`config.mk`:
```
export PLATFORM = sky130hd
export DESIGN_NAME = ccrd_clock_ratio_decoder
export DESIGN_NICKNAME = d
export VERILOG_FILES = /design/src/include/ccrd_pkg.sv /design/src/core/ccrd_core_select.sv /design/src/core/ccrd_clock_ratio_decoder.sv
export SDC_FILE = /design/constraint.sdc
export NUM_CORES = 1
export LEC_CHECK = 0
export BUFFER_PORTS_ARGS = -buffer_cell sky130_fd_sc_hd__buf_2
export CAP_MARGIN = 20
export CORE_UTILIZATION = 46
export DETAILED_ROUTE_END_ITERATION = 12
export PLACE_DENSITY = 0.8
export SYNTH_ARGS = -nofsm -noshare
export SYNTH_HDL_FRONTEND = slang
export SYNTH_SLANG_ARGS = --single-unit
```
`constraint.sdc`:
```
create_clock -name core_clk -period 1.5 [get_ports core_clk]
set_input_delay 0.075 -clock core_clk [delete_from_list [all_inputs] [get_ports core_clk]]
set_output_delay 0.075 -clock core_clk [all_outputs]
set_load 0.005 [all_outputs]
```
`src/include/ccrd_pkg.sv`:
```
package ccrd_pkg;

	// core complex clock select codes
	localparam logic [3:0] CORE_SEL_FIRST_DIV1  = 4'h0;
	localparam logic [3:0] CORE_SEL_FIRST_DIV2  = 4'h1;
	localparam logic [3:0] CORE_SEL_SECOND_DIV1 = 4'h4;
	localparam logic [3:0] CORE_SEL_SECOND_DIV2 = 4'h5;

	// decoded core clock source
	typedef enum logic [1:0] {
		CCRD_SRC_FIRST  = 2'h0,
		CCRD_SRC_SECOND = 2'h1
	} ccrd_src_type;

	// memory ratio codes
	localparam logic [4:0] MEM_RAT_5   = 5'h05;
	localparam logic [4:0] MEM_RAT_6   = 5'h06;
	localparam logic [4:0] MEM_RAT_8   = 5'h08;
	localparam logic [4:0] MEM_RAT_9   = 5'h09;
	localparam logic [4:0] MEM_RAT_10  = 5'h0a;
	localparam logic [4:0] MEM_RAT_12  = 5'h0c;
	localparam logic [4:0] MEM_RAT_13  = 5'h0d;
	localparam logic [4:0] MEM_RAT_16  = 5'h10;
	localparam logic [4:0] MEM_RAT_18  = 5'h12;
	localparam logic [4:0] MEM_RAT_19  = 5'h13;
	localparam logic [4:0] MEM_RAT_20  = 5'h14;
	localparam logic [4:0] MEM_RAT_SYNC = 5'h01;

	// serdes bank ratio codes
	localparam logic [2:0] SRD_RAT_20 = 3'h1;
	localparam logic [2:0] SRD_RAT_25 = 3'h2;
	localparam logic [2:0] SRD_RAT_40 = 3'h3;
	localparam logic [2:0] SRD_RAT_50 = 3'h4;
	localparam logic [2:0] SRD_RAT_24 = 3'h5;
	localparam logic [2:0] SRD_RAT_30 = 3'h6;

	// decoded multiplier widths, reset values and block counts
	localparam int          MULT_W        = 6;
	localparam logic [5:0]  MULT_NONE     = 6'h00;
	localparam logic [3:0]  CORE_SEL_RST  = 4'h0;
	localparam logic [4:0]  MEM_RAT_RST   = 5'h00;
	localparam logic [2:0]  SRD_RAT_RST   = 3'h0;
	localparam int          CORE_COUNT    = 4;
	localparam int          LANE_PAIRS    = 5;
	localparam int          SRD_BANKS     = 3;

	// decoded serdes bank ratio, zero when reserved
	function automatic logic [5:0] srd_mult(input logic [2:0] code,
		input int bank);
		logic [5:0] m;
		m = MULT_NONE;
		unique case (code)
			SRD_RAT_25: m = 6'h19;
			SRD_RAT_40: m = 6'h28;
			SRD_RAT_50: m = 6'h32;
			SRD_RAT_20: m = (bank >= 2) ? 6'h14 : MULT_NONE;
			SRD_RAT_24: m = (bank == 3) ? 6'h18 : MULT_NONE;
			SRD_RAT_30: m = (bank == 3) ? 6'h1e : MULT_NONE;
			default:    m = MULT_NONE;
		endcase
		return m;
	endfunction

endpackage

```
`src/core/ccrd_core_select.sv`:
```
`timescale 1ns/10ps
module ccrd_core_select
	import ccrd_pkg::*;
#(
	parameter bit UPPER_PAIR = 1'b0
) (
	// select code
	input  wire logic [3:0]   selCode,
	// decoded clock
	output ccrd_src_type      srcSel,
	output logic              divTwo,
	output logic              selValid
);

	wire isFirst1  = (selCode == CORE_SEL_FIRST_DIV1);
	wire isFirst2  = !UPPER_PAIR && (selCode == CORE_SEL_FIRST_DIV2);
	wire isSecond1 = (selCode == CORE_SEL_SECOND_DIV1);
	wire isSecond2 = UPPER_PAIR && (selCode == CORE_SEL_SECOND_DIV2);

	assign selValid = isFirst1 | isFirst2 | isSecond1 | isSecond2;
	assign srcSel   = (isSecond1 | isSecond2) ? CCRD_SRC_SECOND
	                                          : CCRD_SRC_FIRST;
	assign divTwo   = isFirst2 | isSecond2;

endmodule // ccrd_core_select

```
`src/core/ccrd_clock_ratio_decoder.sv`:
```
`timescale 1ns/10ps
// Notes on behaviour
// - complexes 0 and 1 take 0000 first/1, 0001 first/2, 0100 second/1.
// - complexes 2 and 3 take 0000 first/1, 0100 second/1, 0101 second/2.
// - memory pll reference is system clock when async, platform when sync.
// - async memory ratio accepts only the eleven listed codes.
// - sync memory ratio accepts only code 0_0001, a 1:1 ratio.
// - serdes ratio decode per bank, 001 banks 2-3, 101/110 bank 3 only.
// - each bank 1 divider bit picks divide by 1 or 2.
// - bank 1 divider bits map in order to lane pairs 0/1 up to 8/9.
// - one divider bit per bank 2 and 3 covers all four lanes.
module ccrd_clock_ratio_decoder
	import ccrd_pkg::*;
(
	// clock and reset
	input  wire logic                  core_clk,
	input  wire logic                  sys_rst,
	// configuration word fields
	input  wire logic [15:0]           coreSelWord,
	input  wire logic                  memSyncBit,
	input  wire logic                  memRateBit,
	input  wire logic                  memReservedBit,
	input  wire logic [4:0]            memPllRatio,
	input  wire logic [1:0]            memPllRange,
	input  wire logic [8:0]            serdesRatioWord,
	input  wire logic [4:0]            serdesBank1Div,
	input  wire logic [1:0]            serdesBankDiv,
	// decoded core clocks
	output ccrd_src_type [3:0]         coreSrc,
	output logic [3:0]                 coreDivTwo,
	// decoded memory clock
	output logic                       memRefPlatform,
	output logic [4:0]                 memRatio,
	output logic                       memRangeHigh,
	// decoded serdes clocks
	output logic [17:0]                serdesMult,
	output logic [4:0]                 lanePairDivTwo,
	output logic [1:0]                 bankDivTwo,
	// status
	output logic                       configDone,
	output logic                       configError
);

	////////////////////////////////////////////////////////////////////////
	// combinational decode of the live fields

	ccrd_src_type [3:0] srcLive;
	logic [3:0]         divLive;
	logic [3:0]         coreOk;
	logic [17:0]        srdLive;
	logic [2:0]         srdOk;

	genvar gi;
	generate
		for (gi = 0; gi < CORE_COUNT; gi++) begin : g_core
			ccrd_core_select #(.UPPER_PAIR(gi >= 2)) u_sel (
				.selCode  (coreSelWord[gi*4 +: 4]),
				.srcSel   (srcLive[gi]),
				.divTwo   (divLive[gi]),
				.selValid (coreOk[gi])
			);
		end
		for (gi = 0; gi < SRD_BANKS; gi++) begin : g_srd
			assign srdLive[gi*MULT_W +: MULT_W] =
				srd_mult(serdesRatioWord[gi*3 +: 3], gi + 1);
			assign srdOk[gi] = (srdLive[gi*MULT_W +: MULT_W] != MULT_NONE);
		end
	endgenerate

	wire asyncOk = (memPllRatio == MEM_RAT_5)  || (memPllRatio == MEM_RAT_6)
	            || (memPllRatio == MEM_RAT_8)  || (memPllRatio == MEM_RAT_9)
	            || (memPllRatio == MEM_RAT_10) || (memPllRatio == MEM_RAT_12)
	            || (memPllRatio == MEM_RAT_13) || (memPllRatio == MEM_RAT_16)
	            || (memPllRatio == MEM_RAT_18) || (memPllRatio == MEM_RAT_19)
	            || (memPllRatio == MEM_RAT_20);
	wire syncOk  = (memPllRatio == MEM_RAT_SYNC);
	// the two mode bits must agree and the reserved bit must be clear
	wire modeOk  = (memSyncBit == memRateBit) && !memReservedBit;
	wire memOk   = modeOk && (memSyncBit ? syncOk : asyncOk);

	////////////////////////////////////////////////////////////////////////
	// one-shot capture after reset release

	logic armed_reg;
	logic capture;
	assign capture = !sys_rst && !armed_reg;

	always_ff @(posedge core_clk) begin
		if (sys_rst)
			armed_reg <= 1'b0;
		else
			armed_reg <= 1'b1;
	end

	ccrd_src_type [3:0] coreSrc_reg;
	logic [3:0]         coreDiv_reg;
	logic               memPlat_reg;
	logic [4:0]         memRat_reg;
	logic               memRange_reg;
	logic [17:0]        srdMult_reg;
	logic [4:0]         laneDiv_reg;
	logic [1:0]         bankDiv_reg;
	logic               err_reg;

	generate
		for (gi = 0; gi < CORE_COUNT; gi++) begin : g_core_hold
			always_ff @(posedge core_clk) begin
				if (sys_rst) begin
					coreSrc_reg[gi] <= CCRD_SRC_FIRST;
					coreDiv_reg[gi] <= 1'b0;
				end else if (capture && coreOk[gi]) begin
					coreSrc_reg[gi] <= srcLive[gi];
					coreDiv_reg[gi] <= divLive[gi];
				end
			end
		end
		for (gi = 0; gi < SRD_BANKS; gi++) begin : g_srd_hold
			always_ff @(posedge core_clk) begin
				if (sys_rst)
					srdMult_reg[gi*MULT_W +: MULT_W] <= MULT_NONE;
				else if (capture && srdOk[gi])
					srdMult_reg[gi*MULT_W +: MULT_W] <=
						srdLive[gi*MULT_W +: MULT_W];
			end
		end
	endgenerate

	always_ff @(posedge core_clk) begin
		if (sys_rst) begin
			memPlat_reg  <= 1'b0;
			memRat_reg   <= MEM_RAT_RST;
			memRange_reg <= 1'b0;
		end else if (capture && memOk) begin
			memPlat_reg  <= memSyncBit;
			memRat_reg   <= memPllRatio;
			memRange_reg <= memPllRange[0];
		end
	end

	always_ff @(posedge core_clk) begin
		if (sys_rst) begin
			laneDiv_reg <= '0;
			bankDiv_reg <= '0;
			err_reg     <= 1'b0;
		end else if (capture) begin
			laneDiv_reg <= serdesBank1Div;
			bankDiv_reg <= serdesBankDiv;
			err_reg     <= !(&coreOk) || !memOk || !(&srdOk);
		end
	end

	assign coreSrc        = coreSrc_reg;
	assign coreDivTwo     = coreDiv_reg;
	assign memRefPlatform = memPlat_reg;
	assign memRatio       = memRat_reg;
	assign memRangeHigh   = memRange_reg;
	assign serdesMult     = srdMult_reg;
	assign lanePairDivTwo = laneDiv_reg;
	assign bankDivTwo     = bankDiv_reg;
	assign configDone     = armed_reg;
	assign configError    = err_reg;
endmodule // ccrd_clock_ratio_decoder

```
==> results of run 1 <==
==> final cells by class <==
class	instances	share of cell area
tap	48	0.02460
multi-input combinational	163	0.4044
inverter	6	0.01076
timing repair buffer	88	0.1886
sequential	41	0.3362
clock buffer	7	0.03537
==> worst max-delay path by stage <==
stage / end / slack, ns
after global routing: serdesMult[1] / -0.02
after CTS: serdesMult[6] / 0.07
after global placement: configError / 0.11
final: memRangeHigh / 0.07
after detailed placement: serdesMult[6] / 0.09
after floorplan: memRangeHigh / 0.12
==> through the flow <==
stage          setup slack (ns)  hold WS [ns]
6_report                0.06896       0.01085
4_1_cts                 0.07034      0.008952
3_5_place_dp            0.08908        0.3177
5_1_grt                -0.02037       0.02315
2_1_floorplan            0.1210        0.1902
3_3_place_gp             0.1068        0.3044
==> kinds of logic (layout without fill, tap and decap cells) <==
kind of cell | Yosys count | in the layout | share of synthesized area
multiplexers | 14 | 14 | 0.07835
flip-flops | 41 | 41 | 0.4356
XOR/XNOR | 1 | 1 | 0.004649
AO/OA/AOI/OAI | 61 | 61 | 0.1979
other | 1 | 5 | 0.001990
AND/OR/NAND/NOR | 82 | 82 | 0.2258
buffers and inverters | 22 | 101 | 0.05578
==> Yosys cell counts, drive strengths merged, types with 2 or more instances <==
cell type	number	area (sq um)
dfxtp	41	820.8
nor2	30	120.1
a21oi	18	90.09
o21ai	18	90.09
nor2b	13	81.33
nand2	10	37.54
nor3	10	55.05
buf	9	56.30
mux2i	8	80.08
clkbuf	7	26.28
nor4	7	43.79
inv	6	22.52
mux2	6	67.56
a31oi	4	25.02
o22ai	4	25.02
a211oi	3	22.52
o21bai	3	22.52
nand2b	2	12.51
nand3	2	10.01
o211ai	2	15.01
==> metal layers <==
layer	routed length, um	part of all wire	vias up	global-route usage
li1	-	-	949	-
met1	2007	0.46	860	0.2665
met3	240	0.055	4	0.06034
met5	0	0	-	0
met4	42	0.0096	0	0.05585
met2	2101	0.48	63	0.3482
==> power by group <==
| group | leakage [nW] | internal (mW) | switching (mW) |
|---|---|---|---|
| Sequential | 0.335 | 1.14 | 0.0287 |
| Clock | 0.0443 | 0.365 | 0.358 |
| Combinational | 0.769 | 0.156 | 0.185 |
==> worst min-delay path, stage by stage <==
cell and delay (ns):
buf_2 0.07, mux2i_1 0.05, nor2_1 0.07
==> timing repair <==
item | CTS | global route
endpoints found under the setup margin | 0 | 3
buffers inserted | 0 | 1
gates resized for setup | 0 | 6
hold endpoints to repair | 0 | 0
==> impl_metrics.csv, run 1 <==
group,metric,value,unit
finish,stdcell_count,353,
setup_path,r2r_start,"configDone",
floorplan,initial_core_util,0.4960,
finish,syn_to_final_growth,29.55,%
sta,period_needed,1.431,ns
floorplan,pin_count,90,
cts,cts_buffers,5,
route,wl_per_cell,12.44,um
setup_path,cp-start-kind,"flip-flop",
finish,antennaDiodeCount,0,
finish,multiInputGateArea,987.2,sq um
cts,clk_latency,0.29,ns
synth,synth_flop_cell,"dfxtp_1",
synth,yosysSeqAreaShare,0.4356,
setup_path,crit_start,"configDone",
setup_path,path_buf_inv,0,
cts,postCtsHoldBufs,0,
sta,finClkSkew,0.003903,ns
setup_path,cp_slowest_cell,"or2_2",
finish,drive_gt1_frac,0.3541,
setup_path,r2r_end,"memRangeHigh",
finish,nets,349,
floorplan,dieWidth,66,um
min_path,hp-class,"input port to flip-flop",
placed_design,dp.cells,345,
synth,synth.ff_latch_count,41,
finish,mostFrequentLayoutCells,"83 x buf_2, 41 x dfxtp_1, 29 x nor2_1, 18 x o21ai_0, 18 x a21oi_1",
setup_path,end_kind,"flip-flop",
sta,tns,0,ns
setup_path,rrSetupSlack,0.07,ns
cts,cts_root_buf,"clkbuf_8",
route,ant_nets,0,
floorplan,die_h,66,um
sta,fmax,698.8,MHz
setup_path,crit_family,"simple AND/OR/NAND/NOR gates",
floorplan,row_count,22,
route,vias,1876,
placed_design,dp_hpwl,3235,um
route,first_pass_iters,4,
global_routing,grt_pass1_vias,1599,
floorplan,core_area,3799,sq um
setup_path,cp.required,1.67,ns
setup_path,path_cells,"or2_2, nor2_4, mux2_2",
sta,final_max_slew_viol_count,0,
floorplan,die_area,4356,sq um
global_routing,grt_overflow,0,
route,vias_per_cell,5.314,
min_path,hold_start,"serdesBank1Div[0]",
cts,cts_sinks,41,
finish,largest_reg_flops,17,
synth,postSynthAreaPerCell,8.488,sq um
power_and_ir_drop,p_per_area,914.4,nW/um^2
finish,layout_commonest_cell,"buf_2",
cts,cts_tree,"done",
synth,syn_area,1884,sq um
setup_path,crit_cells,3,
route,remaining_drc_errors,0,
power_and_ir_drop,total_power,2.232,mW
synth,yosysWarnings,0,
sta,hold_violations,0,
finish,fillers,343,
global_routing,grt.total_usage,0.2106,
min_path,hold_end,"lanePairDivTwo[0]",
route,drt_iter0_markers,108,
cts,clock_path_buffers,2,
global_routing,grt_max_degree,36,
synth,async_flop_share,0,
route,routed_wl,4391,um
finish,regArea,820.8,sq um
finish,post-route-util,0.6426,
sta,post-route-period-util,0.9540,
synth,synthCells,222,
placed_design,io_buffers,83,
synth,synth_edf_count,0,
setup_path,crit_arrival,1.61,ns
cts,cts.clk_slew.worst_paths,0.08,ns
synth,synth.distinct_cells,43,
placed_design,placed_area,2322,sq um
setup_path,crit_fanout,8,
setup_path,r2r_cells,3,
setup_path,max_stage_delay,0.39,ns
placed_design,routabilityCongestion,0.8173,
power_and_ir_drop,p_leak,1.148,nW
run,maxCapViolCount,0,
global_routing,grt_pass1_wl,7038,um
power_and_ir_drop,ir_drop,0.7194,mV
global_routing,grt_antenna_before_repair,0,
sta,rsz0062_at_grt,"true",
min_path,hold_depth,3,
sta,setup_viol,0,
setup_path,crit_type,"flip-flop to flip-flop",
finish,design_area,2441,sq um
cts,h-tree-depth,2,
status,status,"finished, final reports clean",
Note: power is estimated with default switching activity, not from simulation.
==> inputs of run 2 (changes only) <==
==> constraint.sdc (replaced) <==
create_clock -name core_clk -period 1.5 [get_ports core_clk]
set_input_delay 0.3 -clock core_clk [delete_from_list [all_inputs] [get_ports core_clk]]
set_output_delay 0.3 -clock core_clk [all_outputs]
set_load 0.005 [all_outputs]
==> impl_metrics.csv, run 2 (same netlist as run 1, synthesis figures left out) <==
group,metric,value,unit
route,ant_nets,0,
power_and_ir_drop,ir_drop,0.6177,mV
finish,post-route-util,0.6532,
route,drt_iter0_markers,111,
power_and_ir_drop,switching_share,0.2666,
finish,nets,357,
setup_path,r2r_end,"configError",
placed_design,pre_cts_ws,-0.1130,ns
route,vias_per_cell,5.293,
finish,syn_to_final_growth,31.67,%
cts,clock_path_buffers,2,
global_routing,grt_antenna_before_repair,0,
global_routing,grt.total_usage,0.2135,
cts,cts.clk_slew.worst_paths,0.08,ns
sta,setup_viol,0,
sta,hold_violations,0,
floorplan,row_count,22,
global_routing,grt_pass1_vias,1656,
cts,cts_root_buf,"clkbuf_8",
setup_path,r2r_cells,5,
status,status,"finished, final reports clean",
cts,postCtsSetupBuffers,0,
setup_path,r2r_start,"configDone",
floorplan,dieWidth,66,um
route,remaining_drc_errors,0,
floorplan,die_h,66,um
cts,cts_tree,"done",
sta,finClkSkew,0.002529,ns
setup_path,rrSetupSlack,0.1,ns
sta,post-route-period-util,0.9354,
run,maxCapViolCount,0,
floorplan,core_area,3799,sq um
power_and_ir_drop,power_frac_seq,0.526,
sta,fmax,712.7,MHz
route,vias,1916,
placed_design,routabilityCongestion,0.8216,
setup_path,cp.required,1.69,ns
finish,drive_gt1_frac,0.3694,
floorplan,initial_core_util,0.4960,
cts,clk_latency,0.29,ns
power_and_ir_drop,power.share.clock,0.315,
setup_path,end_kind,"flip-flop",
finish,mostFrequentLayoutCells,"83 x buf_2, 41 x dfxtp_1, 29 x nor2_1, 18 x o21ai_0, 18 x a21oi_1",
power_and_ir_drop,p_per_area,893.3,nW/um^2
cts,cts_buffers,5,
sta,worst_slack,0.09695,ns
route,wl_per_cell,12.22,um
setup_path,cp-start-kind,"flip-flop",
min_path,hold_end,"memRangeHigh",
global_routing,grt_max_degree,36,
sta,final_max_slew_viol_count,0,
floorplan,pin_count,90,
setup_path,crit_arrival,1.59,ns
min_path,hp-class,"input port to flip-flop",
power_and_ir_drop,p_sw,0.5910,mW
placed_design,io_buffers,83,
finish,layout_commonest_cell,"buf_2",
global_routing,grt_overflow,0,
cts,h-tree-depth,2,
route,first_pass_iters,4,
global_routing,grt_pass1_wl,7169,um
placed_design,dp_hpwl,3312,um
power_and_ir_drop,pwr-share-comb,0.159,
setup_path,crit_type,"flip-flop to flip-flop",
cts,cts_sinks,41,
setup_path,crit_fanout,8,
route,routed_wl,4424,um
finish,largest_reg_flops,17,
power_and_ir_drop,p_leak,1.188,nW
power_and_ir_drop,intPower,1.625,mW
sta,period_needed,1.403,ns
finish,antennaDiodeCount,0,
min_path,hold_start,"memPllRange[0]",
min_path,hold_depth,2,
floorplan,die_area,4356,sq um
run 2: worst max path at each step:
| stage | start | endpoint | slack [ns] | cells past startpoint |
|---|---|---|---|---|
| global placement | coreSelWord[5] | configError | -0.1 | 6 |
| CTS | configDone | serdesMult[6] | 0.05 | 5 |
| floorplan | coreSelWord[5] | configError | 0.06 | 5 |
| global route | configDone | serdesMult[6] | -0.004 | 5 |
| detailed placement | coreSelWord[5] | configError | -0.11 | 6 |
| finish | configDone | configError | 0.1 | 5 |
run 2: cell type report:
type	count	area, sq um
Clock buffer	5	68.82
Multi-Input combinational cell	163	974.7
Clock inverter	3	17.52
Tap cell	48	60.06
Sequential cell	41	820.8
Inverter	6	22.52
Fill cell	363	1318
Timing Repair Buffer	96	516.7
run 2: per-layer routing:
layer  global-route usage  up-vias  share of wire
met5                    0        -              0
met4              0.09574        0          0.014
met3              0.04138        5          0.052
met2               0.3495       59           0.49
met1               0.2696      883           0.44
li1                     -      969              -
run 2: timing repair:
action | in CTS | in global routing
resized for setup | 0 | 2
setup endpoints to repair | 0 | 2
hold buffers | 0 | 0
run 2: power by group through the flow:
stage / Clock (mW) / Combinational (mW) / Sequential (mW)
final: 0.698 / 0.352 / 1.17
after global routing: 0.776 / 0.393 / 1.17
after CTS: 0.722 / 0.352 / 1.17
after detailed placement: 0 / 0.350 / 1.19
after global placement: 0 / 0.345 / 1.19
after floorplan: 0 / 0.177 / 1.20
run 2: per-stage QoR:
step / std cells / hold slack (ns) / power (mW) / area [sq um] / TNS (ns)
4_1_cts: 362 / 0.2239 / 2.240 / 2476 / 0
2_1_floorplan: 226 / 0.4152 / 1.373 / 1899 / 0
5_1_grt: 362 / 0.2307 / 2.342 / 2481 / -0.003737
3_3_place_gp: 354 / 0.4613 / 1.533 / 2390 / -0.4978
6_report: 362 / 0.2311 / 2.216 / 2481 / 0
3_5_place_dp: 354 / 0.4700 / 1.542 / 2390 / -0.7642
run 2: worst max-delay path, stage by stage (launching register included):
cell,delay (ns)
dfxtp_1,0.32
or2_2,0.37
nor3_2,0.22
o211ai_1,0.13
nor4_1,0.19
nor2_1,0.06
==> inputs of run 3 (changes only) <==
ABC_AREA = 1   (was unset)
==> impl_metrics.csv, run 3 <==
group,metric,value,unit
setup_path,max_stage_delay,0.52,ns
setup_path,crit_family,"flip-flops",
setup_path,cp_slowest_cell,"dfxtp_1",
sta,fmax,770.8,MHz
sta,rsz0062_at_grt,"false",
sta,final_max_slew_viol_count,0,
synth,synthSimpleGateAreaFrac,0.3389,
power_and_ir_drop,p_leak,1.287,nW
setup_path,path_buf_inv,1,
global_routing,grt_max_degree,22,
power_and_ir_drop,power.share.clock,0.349,
placed_design,placed_area,2326,sq um
cts,h-tree-depth,2,
global_routing,grt_use_met3,0.04828,
setup_path,crit_type,"flip-flop to output pin",
setup_path,crit_fanout,10,
power_and_ir_drop,switching_share,0.2535,
setup_path,cp.required,1.20,ns
cts,clock_path_buffers,2,
setup_path,cp-start-kind,"flip-flop",
synth,yosysSeqAreaShare,0.4359,
cts,clk_latency,0.30,ns
finish,fillers,350,
sta,tns,0,ns
route,vias,1942,
global_routing,grt-busiest-layer,"met2",
route,remaining_drc_errors,0,
power_and_ir_drop,power_frac_seq,0.514,
cts,postCtsHoldBufs,0,
synth,synth_xor_xnor_area_share,0,
finish,antennaDiodeCount,0,
synth,async_flop_share,0,
cts,cts.clk_slew.worst_paths,0.08,ns
synth,synth_edf_count,0,
setup_path,crit_cells,1,
floorplan,die_h,65.98,um
finish,mostFrequentLayoutCells,"83 x buf_2, 61 x nand2_1, 41 x dfxtp_1, 34 x nor2_1, 32 x nand3_1",
power_and_ir_drop,pwr-share-comb,0.137,
global_routing,grt_antenna_before_repair,0,
min_path,hp-class,"input port to flip-flop",
synth,synth_common_cells,"61 x nand2_1, 41 x dfxtp_1, 34 x nor2_1",
global_routing,use_met1,0.2378,
power_and_ir_drop,p_sw,0.5706,mW
route,vias_per_cell,4.807,
synth,yosysWarnings,0,
status,status,"finished, final reports clean",
floorplan,dieWidth,65.98,um
route,ant_nets,0,
synth,synth_top_family_by_area,"simple AND/OR/NAND/NOR gates",
power_and_ir_drop,p_per_area,927.4,nW/um^2
global_routing,grt_overflow,0,
setup_path,crit_arrival,1.00,ns
synth,synth_top_cell_by_area,"dfxtp_1",
synth,synth-compound-area-share,0.1203,
synth,synth.distinct_cells,27,
synth,synthCells,268,
setup_path,r2r_cells,7,
route,routed_wl,4268,um
sta,post-route-period-util,0.8650,
setup_path,end_kind,"output pin",
cts,cts_tree,"done",
cts,postCtsSetupBuffers,0,
finish,design_area,2427,sq um
synth,synth_fa_ha_area_frac,0,
global_routing,grt.total_usage,0.2088,
global_routing,grt_pass1_vias,1699,
floorplan,pin_count,90,
sta,hold_violations,0,
finish,largest_reg_flops,17,
cts,cts_resized,0,
cts,cts_buffers,5,
synth,synth_flop_cell,"dfxtp_1",
synth,synth_top_area_frac,0.4359,
placed_design,io_buffers,83,
floorplan,die_area,4353,sq um
floorplan,row_count,22,
synth,synth_area_leaders,"dfxtp_1 44%, nand2_1 12%, nand3_1 8.5%",
placed_design,dp_hpwl,3275,um
cts,cts_root_buf,"clkbuf_8",
sta,whs,0.2346,ns
finish,drive_gt1_frac,0.2949,
route,wl_per_cell,10.56,um
synth,synth.area.mux_share,0,
run,maxCapViolCount,0,
finish,nets,399,
power_and_ir_drop,intPower,1.680,mW
route,first_pass_iters,4,
finish,layout_commonest_cell,"buf_2",
synth,postSynthAreaPerCell,7.026,sq um
route,drt_iter0_markers,119,
floorplan,initial_core_util,0.4957,
floorplan,core_area,3799,sq um
sta,period_needed,1.297,ns
global_routing,grt_pass1_wl,6941,um
cts,cts_sinks,41,
synth,post-synth-top-count-cell,"nand2_1",
sta,finClkSkew,0.002350,ns
global_routing,met2_usage,0.3622,
min_path,hold_depth,2,
placed_design,routabilityCongestion,0.7855,
setup_path,path_cells,"buf_2",
sta,setup_viol,0,
power_and_ir_drop,ir_drop,0.6311,mV
synth,synth.ff_latch_count,41,
synth,syn_area,1883,sq um
finish,syn_to_final_growth,28.90,%
run 3: area by class of cell:
cell class,count,area [sq um],area share
Tap cell,48,60.06,0.02474
Inverter,29,108.9,0.04485
Timing Repair Buffer,88,452.9,0.1866
Clock buffer,7,96.34,0.03969
Sequential cell,41,820.8,0.3381
Multi-Input combinational cell,190,883.3,0.3639
Clock inverter,1,5.005,0.002062
run 3: stage by stage:
stage	power, mW	setup WS (ns)	std cells	util
after floorplan	1.353	0.3877	272	-
after global placement	1.483	0.1883	396	0.6123
after global routing	2.362	0.1157	404	0.6390
final	2.251	0.2026	404	0.6390
after CTS	2.266	0.1752	404	0.6390
after detailed placement	1.491	0.1564	396	0.6123
run 3: power groups by stage:
stage          Clock (mW)  Sequential (mW)  Combinational, mW
6_report            0.786             1.16              0.308
5_1_grt             0.850             1.16              0.348
4_1_cts             0.798             1.16              0.309
3_5_place_dp            0             1.18              0.308
3_3_place_gp            0             1.18              0.302
2_1_floorplan           0             1.19              0.166
run 3: worst register-to-register path, stage by stage, from the launching register on:
cell and delay (ns):
dfxtp_1 0.41, nor2_4 0.22, inv_2 0.11, nor2_2 0.14, inv_1 0.09, o21ai_1 0.12
nand2_1 0.06, nand2_1 0.05
run 3: path summary, 6_finish.rpt:
| path | startpoint | to | slack (ns) |
|---|---|---|---|
| worst max-delay path | configDone | configDone | 0.20 |
| worst min-delay path | serdesRatioWord[0] | serdesMult[0] | 0.23 |
| worst max register to register | configDone | serdesMult[4] | 0.25 |
| worst min register to register | serdesMult[7] | serdesMult[7] | 0.46 |
run 3: cell families after synthesis:
logic type             after synthesis
AOI/OAI and AO/OA                   44
and+or+nand+nor                    141
DFF                                 41
buffers and inverters               41
other                                1
run 3: metal layers:
layer / wire length, um / up-vias
li1: - / 1031
met4: 85 / 0
met3: 232 / 8
met5: 0 / -
met2: 2028 / 57
met1: 1921 / 846
